$ cat src/pkg/clock_generator_regs.vh
// Constants shared by the clock generator design files
`ifndef CLOCK_GENERATOR_REGS_VH
`define CLOCK_GENERATOR_REGS_VH

// Core clock and derived timing
`define CLK_HZ              100000000
`define CLK_MHZ             100
`define INT_REF_HZ          32000
`define INT_REF_CYCLES      (`CLK_HZ / `INT_REF_HZ)
`define LOC_TIME_LOW_US     100
`define LOC_TIME_HIGH_US    10
`define OSC_STARTUP_LAST    12'hfff
`define LOCK_TOLERANCE      16'h0002

// Loop multiplication
`define FLL_FACTOR          11'h400
`define PLL_FACTOR_SHIFT    2

// Clock source select / status codes
`define CLOCK_SOURCE_SELECT_LOOP           2'h0
`define CLOCK_SOURCE_SELECT_INTERNAL       2'h1
`define CLOCK_SOURCE_SELECT_EXTERNAL       2'h2
`define CLOCK_SOURCE_SELECT_PLL            2'h3

// Bus divider and reference divider codes
`define BUS_FREQUENCY_DIVIDER_DIV1           2'h0
`define BUS_FREQUENCY_DIVIDER_DIV2           2'h1
`define REFERENCE_DIVIDER_MIN_DIV1       3'h2
`define REFERENCE_DIVIDER_MIN_DIV2       3'h3

// Reset values of the control fields
`define RST_CLOCK_SOURCE_SELECT            2'h0
`define RST_INTERNAL_REF_SELECT           1'b1
`define RST_BUS_FREQUENCY_DIVIDER            2'h1
`define RST_REFERENCE_DIVIDER            3'h0
`define RST_PLL_MULTIPLIER_SELECT            4'h1

// Operating mode codes
`define MODE_FEI            3'h0
`define MODE_FEE            3'h1
`define MODE_FBI            3'h2
`define MODE_FBE            3'h3
`define MODE_PEE            3'h4
`define MODE_PBE            3'h5
`define MODE_LOW_POWER_BYPASSED_INTERNAL_MODE           3'h6
`define MODE_LOW_POWER_BYPASSED_EXTERNAL_MODE           3'h7

`endif

$ cat src/logic/tick_power2_divider.v
// Divides a tick stream by a power of two chosen by a three-bit code
`timescale 1ns/10ps
module tick_power2_divider (
  input  wire       clk_i,
  input  wire       reset_i,
  input  wire       tick_i,
  input  wire [2:0] code_i,
  output reg        tick_o
);
  reg  [6:0] count_r;
  wire [6:0] mask_w;

  function [6:0] code_mask;
    input [2:0] code;
    reg   [7:0] m;
    begin
      m = (8'h01 << code) - 8'h01;
      code_mask = m[6:0];
    end
  endfunction

  assign mask_w = code_mask(code_i);

  // Masked compare tolerates a code change mid-count without a long stall
  always @(posedge clk_i)
  begin
    if (reset_i)
    begin
      count_r <= 7'h00;
      tick_o  <= 1'b0;
    end
    else
    begin
      tick_o <= 1'b0;
      if (tick_i)
      begin
        if ((count_r & mask_w) == mask_w)
        begin
          count_r <= 7'h00;
          tick_o  <= 1'b1;
        end
        else
        begin
          count_r <= count_r + 7'h01;
        end
      end
    end
  end
endmodule

$ cat src/logic/clock_generator.v
// Multi-mode clock generator: reference paths, loop model, mode status, monitor
`timescale 1ns/10ps
`include "clock_generator_regs.vh"
module clock_generator #(
  parameter [15:0] LOC_CYCLES_LOW  = `LOC_TIME_LOW_US * `CLK_MHZ,
  parameter [15:0] LOC_CYCLES_HIGH = `LOC_TIME_HIGH_US * `CLK_MHZ
) (
  input  wire       clk_i,
  input  wire       reset_i,
  input  wire       power_on_i,
  input  wire       ext_ref_clock_i,
  input  wire       stop_i,
  input  wire       debug_active_i,
  input  wire       control_write_i,
  input  wire [1:0] clock_source_select_i,
  input  wire       internal_ref_select_i,
  input  wire       loop_select_i,
  input  wire       low_power_i,
  input  wire [2:0] reference_divider_i,
  input  wire [1:0] bus_frequency_divider_i,
  input  wire [3:0] pll_multiplier_select_i,
  input  wire       external_ref_output_enable_i,
  input  wire       external_ref_stop_enable_i,
  input  wire       oscillator_select_i,
  input  wire       clock_monitor_enable_i,
  input  wire       range_i,
  input  wire       loss_flag_clear_i,
  output reg        external_ref_clock_output_o,
  output reg        fixed_frequency_clock_o,
  output reg        fixed_clock_valid_indicator_o,
  output reg        main_output_tick_o,
  output reg        bus_clock_tick_o,
  output reg        debug_link_tick_o,
  output reg  [1:0] clock_source_status_o,
  output reg        internal_ref_status_o,
  output reg        loop_select_status_o,
  output reg        lock_o,
  output reg        oscillator_initialized_flag_o,
  output reg  [2:0] mode_o,
  output reg        mcu_reset_request_o,
  output reg        loss_of_clock_flag_o
);
  reg  [1:0]  clock_source_select_r;
  reg         internal_ref_select_r;
  reg         loop_select_r;
  reg         lp_r;
  reg  [2:0]  reference_divider_r;
  reg  [1:0]  bus_frequency_divider_r;
  reg  [3:0]  pll_multiplier_select_r;
  reg         external_ref_output_enable_r;
  reg         external_ref_stop_enable_r;
  reg         oscillator_select_r;
  reg         cme_r;
  reg         range_r;
  reg         ext_s1_r;
  reg         ext_s2_r;
  reg         ext_s3_r;
  reg  [15:0] loc_cnt_r;
  reg         edge_seen_r;
  reg  [11:0] osc_cnt_r;
  reg  [11:0] int_cnt_r;
  reg         int_tick_r;
  reg  [15:0] per_cnt_r;
  reg  [15:0] period_r;
  reg  [16:0] acc_r;
  reg         loop_tick_r;
  reg         bus_phase_r;
  reg         main_src_tick;
  reg  [16:0] acc_nxt;
  reg         loop_tick_nxt;
  wire [2:0]  mode_w;
  wire        ext_tick;
  wire        ext_keep;
  wire        ext_run;
  wire        ext_lost;
  wire        ext_ok;
  wire        loop_en;
  wire        ref_tick;
  wire        refdiv_tick;
  wire        main_div_tick;
  wire [15:0] loc_limit;
  wire [10:0] loop_factor_w;
  wire [16:0] acc_sum;
  wire [15:0] period_diff;
  wire [1:0]  clock_source_select_req;
  wire        clock_source_select_avail;
  wire        loss_event;

  function [2:0] decode_mode;
    input [1:0] clock_source_select;
    input       internal_ref_select;
    input       loop_select;
    input       lp;
    input       dbg;
    begin
      case (clock_source_select)
        `CLOCK_SOURCE_SELECT_INTERNAL: decode_mode = (lp && !dbg) ? `MODE_LOW_POWER_BYPASSED_INTERNAL_MODE : `MODE_FBI;
        `CLOCK_SOURCE_SELECT_EXTERNAL: decode_mode = (lp && !dbg) ? `MODE_LOW_POWER_BYPASSED_EXTERNAL_MODE :
                                      (loop_select ? `MODE_PBE : `MODE_FBE);
        default:        decode_mode = loop_select ? `MODE_PEE :
                                      (internal_ref_select ? `MODE_FEI : `MODE_FEE);
      endcase
    end
  endfunction

  function is_bypass;
    input [2:0] mode;
    begin
      is_bypass = (mode == `MODE_FBI) || (mode == `MODE_FBE) || (mode == `MODE_PBE) ||
                  (mode == `MODE_LOW_POWER_BYPASSED_INTERNAL_MODE) || (mode == `MODE_LOW_POWER_BYPASSED_EXTERNAL_MODE);
    end
  endfunction

  function is_external;
    input [2:0] mode;
    begin
      is_external = (mode == `MODE_FEE) || (mode == `MODE_FBE) || (mode == `MODE_PEE) ||
                    (mode == `MODE_PBE) || (mode == `MODE_LOW_POWER_BYPASSED_EXTERNAL_MODE);
    end
  endfunction

  assign mode_w   = decode_mode(clock_source_select_r, internal_ref_select_r, loop_select_r, lp_r, debug_active_i);
  assign ext_tick = ext_s2_r & ~ext_s3_r;
  assign ext_keep = (external_ref_output_enable_r & external_ref_stop_enable_r) | is_external(mode_w);
  assign ext_run  = ~stop_i | ext_keep;
  assign loc_limit = range_r ? LOC_CYCLES_HIGH : LOC_CYCLES_LOW;
  assign ext_lost = (loc_cnt_r == loc_limit);
  assign ext_ok   = oscillator_select_r ? oscillator_initialized_flag_o : (edge_seen_r & ~ext_lost);
  // Low-power bypass modes and stop keep both loops powered down
  assign loop_en  = ~stop_i & (mode_w != `MODE_LOW_POWER_BYPASSED_INTERNAL_MODE) & (mode_w != `MODE_LOW_POWER_BYPASSED_EXTERNAL_MODE);
  // External edges only reach the loop reference once the switch is done
  assign ref_tick = internal_ref_status_o ? int_tick_r : (ext_tick & ext_run);
  assign loop_factor_w = loop_select_status_o ?
                         {5'h00, pll_multiplier_select_r, 2'h0} : `FLL_FACTOR;
  assign acc_sum  = acc_r + {6'h00, loop_factor_w};
  assign period_diff = (per_cnt_r >= period_r) ? (per_cnt_r - period_r) :
                       (period_r - per_cnt_r);
  assign clock_source_select_req = (clock_source_select_r == `CLOCK_SOURCE_SELECT_INTERNAL || clock_source_select_r == `CLOCK_SOURCE_SELECT_EXTERNAL) ? clock_source_select_r :
                    (loop_select_status_o ? `CLOCK_SOURCE_SELECT_PLL : `CLOCK_SOURCE_SELECT_LOOP);
  assign clock_source_select_avail = (clock_source_select_req == `CLOCK_SOURCE_SELECT_INTERNAL) ? 1'b1 :
                      (clock_source_select_req == `CLOCK_SOURCE_SELECT_EXTERNAL) ? (ext_ok & ext_run) :
                      (loop_en & lock_o);
  assign loss_event = cme_r & edge_seen_r & ext_lost & ~stop_i;

  tick_power2_divider ref_divider (
    .clk_i   (clk_i),
    .reset_i (reset_i),
    .tick_i  (ref_tick),
    .code_i  (reference_divider_r),
    .tick_o  (refdiv_tick)
  );

  tick_power2_divider bus_divider (
    .clk_i   (clk_i),
    .reset_i (reset_i),
    .tick_i  (main_src_tick),
    .code_i  ({1'b0, bus_frequency_divider_r}),
    .tick_o  (main_div_tick)
  );

  always @*
  begin
    case (clock_source_status_o)
      `CLOCK_SOURCE_SELECT_INTERNAL: main_src_tick = int_tick_r & ~stop_i;
      `CLOCK_SOURCE_SELECT_EXTERNAL: main_src_tick = ext_tick & ~stop_i;
      default:        main_src_tick = loop_tick_r & ~stop_i;
    endcase
  end

  // Spreads factor ticks over each measured reference period; a factor at or above the period gives a tick every cycle
  always @*
  begin
    acc_nxt = acc_r;
    loop_tick_nxt = 1'b0;
    if (!loop_en || period_r == 16'h0000)
    begin
      acc_nxt = 17'h00000;
    end
    else if ({6'h00, loop_factor_w} >= {1'b0, period_r})
    begin
      acc_nxt = 17'h00000;
      loop_tick_nxt = 1'b1;
    end
    else if (acc_sum >= {1'b0, period_r})
    begin
      acc_nxt = acc_sum - {1'b0, period_r};
      loop_tick_nxt = 1'b1;
    end
    else
    begin
      acc_nxt = acc_sum;
    end
  end

  always @(posedge clk_i)
  begin
    if (reset_i)
    begin
      clock_source_select_r     <= `RST_CLOCK_SOURCE_SELECT;
      internal_ref_select_r    <= `RST_INTERNAL_REF_SELECT;
      loop_select_r     <= 1'b0;
      lp_r       <= 1'b0;
      reference_divider_r     <= `RST_REFERENCE_DIVIDER;
      bus_frequency_divider_r     <= `RST_BUS_FREQUENCY_DIVIDER;
      pll_multiplier_select_r     <= `RST_PLL_MULTIPLIER_SELECT;
      external_ref_output_enable_r  <= 1'b0;
      external_ref_stop_enable_r <= 1'b0;
      oscillator_select_r    <= 1'b0;
      cme_r      <= 1'b0;
      range_r    <= 1'b0;
    end
    else if (control_write_i)
    begin
      clock_source_select_r     <= clock_source_select_i;
      internal_ref_select_r    <= internal_ref_select_i;
      loop_select_r     <= loop_select_i;
      lp_r       <= low_power_i;
      reference_divider_r     <= reference_divider_i;
      bus_frequency_divider_r     <= bus_frequency_divider_i;
      pll_multiplier_select_r     <= pll_multiplier_select_i;
      external_ref_output_enable_r  <= external_ref_output_enable_i;
      external_ref_stop_enable_r <= external_ref_stop_enable_i;
      oscillator_select_r    <= oscillator_select_i;
      cme_r      <= clock_monitor_enable_i;
      range_r    <= range_i;
    end
  end

  always @(posedge clk_i)
  begin
    ext_s1_r <= ext_ref_clock_i;
    ext_s2_r <= ext_s1_r;
    ext_s3_r <= ext_s2_r;
  end

  always @(posedge clk_i)
  begin
    if (reset_i)
    begin
      loc_cnt_r <= 16'h0000;
      edge_seen_r <= 1'b0;
      osc_cnt_r <= 12'h000;
      oscillator_initialized_flag_o <= 1'b0;
      int_cnt_r <= 12'h000;
      int_tick_r <= 1'b0;
    end
    else
    begin
      if (ext_tick)
      begin
        loc_cnt_r <= 16'h0000;
        edge_seen_r <= 1'b1;
      end
      else if (!ext_lost)
      begin
        loc_cnt_r <= loc_cnt_r + 16'h0001;
      end
      if (!oscillator_select_r || !(external_ref_output_enable_r || is_external(mode_w)) || ext_lost || !ext_run)
      begin
        osc_cnt_r <= 12'h000;
        oscillator_initialized_flag_o <= 1'b0;
      end
      else if (ext_tick && !oscillator_initialized_flag_o)
      begin
        osc_cnt_r <= osc_cnt_r + 12'h001;
        oscillator_initialized_flag_o <= (osc_cnt_r == `OSC_STARTUP_LAST);
      end
      int_tick_r <= (int_cnt_r == `INT_REF_CYCLES - 1);
      int_cnt_r  <= (int_cnt_r == `INT_REF_CYCLES - 1) ? 12'h000 : int_cnt_r + 12'h001;
    end
  end

  always @(posedge clk_i)
  begin
    if (reset_i)
    begin
      per_cnt_r <= 16'h0000;
      period_r <= 16'h0000;
      lock_o <= 1'b0;
      loop_select_status_o <= 1'b0;
      internal_ref_status_o <= 1'b1;
      clock_source_status_o <= `CLOCK_SOURCE_SELECT_LOOP;
      acc_r <= 17'h00000;
      loop_tick_r <= 1'b0;
    end
    else
    begin
      acc_r <= acc_nxt;
      loop_tick_r <= loop_tick_nxt;
      if (refdiv_tick)
      begin
        per_cnt_r <= 16'h0000;
        period_r <= per_cnt_r;
        loop_select_status_o <= loop_select_r;
        lock_o <= loop_en && (period_r != 16'h0000) && (period_diff <= `LOCK_TOLERANCE);
      end
      else
      begin
        if (per_cnt_r != 16'hffff)
        begin
          per_cnt_r <= per_cnt_r + 16'h0001;
        end
        if (!loop_en)
        begin
          lock_o <= 1'b0;
        end
      end
      if (internal_ref_select_r)
      begin
        internal_ref_status_o <= 1'b1;
      end
      else if (ext_ok)
      begin
        internal_ref_status_o <= 1'b0;
      end
      // An unavailable source leaves the previous one selected
      if (clock_source_select_avail)
      begin
        clock_source_status_o <= clock_source_select_req;
      end
    end
  end

  always @(posedge clk_i)
  begin
    if (reset_i)
    begin
      external_ref_clock_output_o <= 1'b0;
      fixed_frequency_clock_o <= 1'b0;
      fixed_clock_valid_indicator_o <= 1'b1;
      main_output_tick_o <= 1'b0;
      bus_clock_tick_o <= 1'b0;
      bus_phase_r <= 1'b0;
      debug_link_tick_o <= 1'b0;
      mode_o <= `MODE_FEI;
    end
    else
    begin
      external_ref_clock_output_o <= ext_s2_r & external_ref_output_enable_r & ext_run;
      if (refdiv_tick)
      begin
        fixed_frequency_clock_o <= ~fixed_frequency_clock_o;
      end
      fixed_clock_valid_indicator_o <= ~(is_bypass(mode_w) &&
        (((bus_frequency_divider_r == `BUS_FREQUENCY_DIVIDER_DIV1) && (reference_divider_r < `REFERENCE_DIVIDER_MIN_DIV1)) ||
         ((bus_frequency_divider_r == `BUS_FREQUENCY_DIVIDER_DIV2) && (reference_divider_r < `REFERENCE_DIVIDER_MIN_DIV2))));
      main_output_tick_o <= main_div_tick;
      if (main_div_tick)
      begin
        bus_phase_r <= ~bus_phase_r;
      end
      bus_clock_tick_o <= main_div_tick & bus_phase_r;
      debug_link_tick_o <= loop_tick_r & loop_en & debug_active_i;
      mode_o <= mode_w;
    end
  end

  // Loss flag survives the reset it causes; only power-on or software clears it
  always @(posedge clk_i)
  begin
    if (power_on_i)
    begin
      mcu_reset_request_o <= 1'b0;
      loss_of_clock_flag_o <= 1'b0;
    end
    else if (reset_i)
    begin
      mcu_reset_request_o <= 1'b0;
    end
    else
    begin
      if (loss_event)
      begin
        mcu_reset_request_o <= 1'b1;
      end
      loss_of_clock_flag_o <= loss_event | (loss_of_clock_flag_o & ~loss_flag_clear_i);
    end
  end
endmodule

$ cat config.mk
export PLATFORM = sky130hd
export DESIGN_NAME = clock_generator
export DESIGN_NICKNAME = d
export VERILOG_FILES = /design/src/logic/tick_power2_divider.v /design/src/logic/clock_generator.v
export VERILOG_INCLUDE_DIRS = /design/src /design/src/pkg
export SDC_FILE = /design/constraint.sdc
export NUM_CORES = 1
export LEC_CHECK = 0
export BUFFER_PORTS_ARGS = -buffer_cell sky130_fd_sc_hd__buf_2
export CORE_MARGIN = 4
export CORE_UTILIZATION = 40
export DETAILED_ROUTE_END_ITERATION = 10
export HOLD_SLACK_MARGIN = 0.03
export PLACE_DENSITY = 0.63
export SLEW_MARGIN = 0
export SYNTH_ARGS = -nofsm -noshare
export SYNTH_HDL_FRONTEND = slang
export SYNTH_SLANG_ARGS = --single-unit
$ cat constraint.sdc
create_clock -name clk_i -period 10.94 [get_ports clk_i]
set_clock_uncertainty 0.05 [all_clocks]
set_input_delay 0 -clock clk_i [delete_from_list [all_inputs] [get_ports clk_i]]
set_output_delay 0 -clock clk_i [all_outputs]
set_load 0.02 [all_outputs]
### Yosys cells after proc, flatten, opt, wreduce, memory -nomap -nowiden

Cells that the tools add are included.

* flip-flop bits (word level): 148
* bits of input ports: 27
* output and inout port bits: 17
* logic and storage cells: 186

* $add $sub $neg: 12
* magnitude comparators: 6
* equality and inequality tests: 23
* shifts and indexed selects: 2
* mux-type cells: 25
* bitwise logic cells: 34
* reduce and logical (&&, ||, !) cells: 41

Operators with widths (number)
* $add 16x1->16 const B: 2
* $sub 16x16->16: 2
* $add 12x1->12 const B: 2
* $eq 12x12->1 const B: 2
* $and 1x1->1: 20
* $reduce_or 2->1: 9
* $add 17x11->17: 1
* $ge 17x16->1: 1
* $mux 17: 1
* $sub 17x16->17: 1
* $eq 16x14->1: 1
* $ge 11x16->1: 1
* $ge 16x16->1: 1
* $le 16x2->1 const B: 1
* $logic_not 16->1: 1
* $mux 16: 1
* $ne 16x16->1 const B: 1
* $reduce_bool 16->1: 1
* $logic_or 1x1->1: 15
* $add 7x1->7 const B: 2
* $and 7x7->7: 2
* $eq 7x7->1: 2
* $mux 14: 1
* $mux 7: 2
* 23 further kinds: 70

### Logic depth before layout (Yosys ltp)

* depth after elaboration: 15
* mapped depth: 21

### Modules after synthesis

From an unflattened synthesis, not the netlist that was laid out.

* cells, all modules: 1162
* area, all modules: 9589.2 um^2

Modules (own cells, without submodules)
* clock_generator: instances 1, cells each 1056, area each 8588.2 um^2
* tick_power2_divider: instances 2, cells each 53, area each 500.5 um^2

### Worst setup path before layout

Ideal clock, no wire load.

* path kind: register to register
* start: register loop_select_status_o
* end: register acc_r[10]
* library setup time: 128 ps
* arrival: 4175 ps
* slack: 6587 ps
* cell stages (with the launch flop): 22
* buffers on the path: 1
* path through: dfxtp_1 -> and2_1 -> ha_1 -> inv_1 -> fa_1 -> nor2b_1 -> o21ai_0 -> nand2_1 -> nand2_1 -> nor2_1 -> xor2_1 -> ha_1 -> a21o_1 -> a21oi_1 -> o21ai_0 -> a21oi_1 -> a21boi_0 -> o31a_1 -> nor2_1 -> buf_2 -> mux2i_1 -> nor2_1

* cells in the longest elaborated chain, start to end: 4
* elaborated cells on any way between the ends: 7
* classes of those cells: 2 x add/sub; 2 x order compare; 2 x mux; 1 x reduce/logical

Ends and longest elaborated chain
* start: declaration: RTL line clock_generator.v:36 `output reg loop_select_status_o,`
* start signal: assignment: RTL line clock_generator.v:294 `loop_select_status_o <= loop_select_r;`
* $mux 11 (no line) *
* $add 17x11->17: RTL line clock_generator.v:135 `assign acc_sum = acc_r + {6'h00, loop_factor_w};`
* $sub 17x16->17 or $ge 17x16->1 (tied branches): RTL line clock_generator.v:186, clock_generator.v:184
* $mux 17: RTL line clock_generator.v:184 `else if (acc_sum >= {1'b0, period_r})`
* end signal: assignment: RTL line clock_generator.v:288 `acc_r <= acc_nxt;`
* end: declaration: RTL line clock_generator.v:65 `reg [16:0] acc_r;`

Mark *: on every way between the ends. The rest lies on a longest branch, timed or not.
A chain may end at the register's enable or synchronous reset.

### Worst setup path in the final report

Same ends and word-level chain as after synthesis.

==> impl_metrics.yaml <==
run_status:
  status: "finished clean"
synthesis:
  yosys_warnings: 0
  synth_xor_area_share_pct: 8.38
  syn_nets: 1178
  synth.yosys.seq_area_share_pct: 32.5
  ys_async_sr_fraction_pct: 0
  synth-compound-area-share_pct: 15.7
  synthSimpleGateAreaFrac_pct: 21.9
  yosys.area_share.adder_pct: 10.9
  yosysMostFrequentCell: "nor2_1"
  synth_edf_count: 0
  avgSynthCellArea_um2: 8.25
  synth.distinct_cells: 69
  synth-main-ff-cell: "dfxtp_1"
  syn_inst: 1076
  synth-seq-cells: 144
  synth_top_family_by_area: "simple AND/OR/NAND/NOR gates"
  synth_area_leaders: "dfxtp_1 32%, ha_1 10%, nor2_1 6.8%, mux2i_1 6.1%, xnor2_1 4.4%"
  ys_top_cells_by_count: "161 x nor2_1, 144 x dfxtp_1, 71 x ha_1"
  synth_top_area_share_pct: 32.5
  syn-cell-area_mm2: 0.00888
  yosysTopAreaCell: "dfxtp_1"
  synth_mux_area_share_pct: 6.09
global_route:
  grt_pass1_vias: 7234
  grt_first_pass_wirelength_um: 36200
  grt_use_total_pct: 17.9
  grt_max_degree: 30
  grt_overflow: 0
  antenna_found_initial: 0
power:
  p_leak_nw: 4.14
  peakVddDrop_mv: 0.0871
  powerDensity_mw_per_mm2: 119
sta:
  slew_headroom_pct: 24.0
  setup_violations: 0
  grt_setup_unrepaired: "false"
  drv_slew: 0
  tightest_slew_ns: 1.13
  setup_tns_ns: 0
  hold_viol: 0
  period_share_pct: 39.1
  max_freq_mhz: 234
  fin_crit_ns: 4.28
placement:
  dp_hpwl_um: 15700
  globalplace.congestion: 0.876
  portBuffers: 43
clock_tree:
  cts_tree: "built"
  cts.sinks: 144
  clock_latency_ns: 0.42
  numCtsBuffers: 17
  root_buffer: "clkbuf_16"
  cts.repair.resized: 0
  cts_setup_buffers: 0
  clk_pin_slew_worst_paths_ns: 0.06
  htree_levels: 4
  clockBufferDepth: 2
finish:
  multiInputGateArea_mm2: 0.00560
  area_growth_pct: 15.7
  n_fill_cell: 2123
  ff_latch_area_mm2: 0.00288
  fin_nets: 1244
  final_util_pct: 47.1
  drive_above_1_share_pct: 8.58
floorplanning:
  fp.coreArea_mm2: 0.0218
  die_area_mm2: 0.0247
  die_w_um: 157
  initial_utilization_pct: 40.7
  rows: 54
  ioPinCount: 44
  die_h_um: 157
setup_path:
  start_kind: "flip-flop"
  required_ns: 11.16
  cp-end-kind: "flip-flop"
  path_max_fanout: 18
  arrival_ns: 4.50
  critPathKind: "reg -> reg"
detailed_routing:
  dr.pass1.iters: 9
  vias: 7608
  drtIter0Drc: 493
  drtAntennaViolNets: 0
  drc: 0
  viasPerCell: 5.30
  avgRoutedWirePerCell_um: 15.1
  routed_wl_um: 21700
hold_path:
  hp-class: "in -> reg"
run:
  max-cap-violations: 0
critical path, stage by stage, from the launching register on:
cell and delay [ns]:
dfxtp_1 0.44, and2_1 0.19, ha_1 0.18, inv_1 0.07, fa_1 0.41, nor2b_1 0.12
o21ai_0 0.11, nand2_1 0.14, nand2_1 0.07, nor2_1 0.14, xor2_1 0.22, ha_1 0.32
a21o_1 0.17, a21oi_1 0.12, o21ai_0 0.10, a21oi_1 0.17, a21boi_0 0.13, o31a_1 0.26
nor2_1 0.10, buf_4 0.32, mux2i_1 0.23, nor2_1 0.06
report_power, final:
group	switching, mW	internal, mW	total (mW)
sequential	0.0102	0.534	0.544
combinational	0.0607	0.0520	0.113
clock	0.231	0.341	0.572
per-stage QoR:
stage               instances  setup slack, ns  hold slack (ns)  power, mW  cell area, µm²
floorplan                1076             6.59          -0.0223      0.629            8880
global placement         1365             6.85           0.0522      0.655            9320
detailed placement       1365             6.74           0.0545      0.656            9320
CTS                      1434             6.70            0.108       1.24           10300
global route             1434             6.26            0.127       1.28           10300
finish                   1435             6.66            0.123       1.23           10300
state kept, by name (all words and copies together), names as in the netlist, 4 cells and up:
signal / count
acc_r: 17
loc_cnt_r: 16
per_cnt_r: 16
period_r: 16
int_cnt_r: 12
osc_cnt_r: 12
ref_divider.count_r: 7
pll_multiplier_select_r: 4
what timing repair did:
action	4_1_cts	5_1_grt
hold buffers	38	0
hold endpoints to repair	31	0
endpoints found under the setup margin	0	0
path summary, 6_finish.rpt:
check,slack (ns),start,end,depth (start not counted)
hold reg to reg,0.30,ext_s1_r$_DFF_P_,ext_s2_r$_DFF_P_,0
setup / recovery,6.66,loop_select_status_o$_SDFFE_PP0P_,acc_r[10]$_SDFF_PP0_,21
setup reg to reg,6.66,loop_select_status_o$_SDFFE_PP0P_,acc_r[10]$_SDFF_PP0_,21
hold / removal,0.12,control_write_i,bus_frequency_divider_r[0]$_SDFFE_PP1P_,2
kinds of logic (layout without fill, tap and decap cells):
logic type               after synthesis  after routing
AND/OR/NAND/NOR                      406            406
other                                  0              1
buffers and inverters                104            182
AO/OA/AOI/OAI                        208            208
multiplexers                          54             54
adder cells (fa/ha/maj)               75             75
XOR/XNOR                              85             85
flip-flops                           144            144
cell type report:
cell class                      count  area share [%]
Clock buffer                       18            4.27
Antenna cell                        1          0.0243
Tap cell                          280            3.41
Multi-Input combinational cell    828            54.4
Clock inverter                     13            1.35
Timing Repair Buffer               84            6.01
Sequential cell                   144            28.0
Inverter                           67            2.45
layout by cell type, fill, tap and decap left out, types with 13 or more instances in the layout:
cell type,Yosys,layout
and3_1,13,13
xor2_1,40,40
o21ai_0,35,35
nor3_1,23,23
nand4_1,16,16
mux2i_1,54,54
dfxtp_1,144,144
clkbuf_16,0,17
a21o_1,23,23
ha_1,71,71
a21oi_1,58,58
xnor2_1,45,45
inv_1,67,67
nor2_1,161,161
nand3_1,39,39
nand2_1,68,68
buf_2,5,43
dlygate4sd3_1,0,38
nor2b_1,13,13
routing by layer:
layer  vias up  track usage, %  share of wire [%]
met4         0            5.33                1.5
met3        23            3.99                4.4
met1      3551            24.8                 48
met5         -               0                  0
met2       139            28.1                 46
li1       3895               -                  -
(Power assumes the default switching activity.)
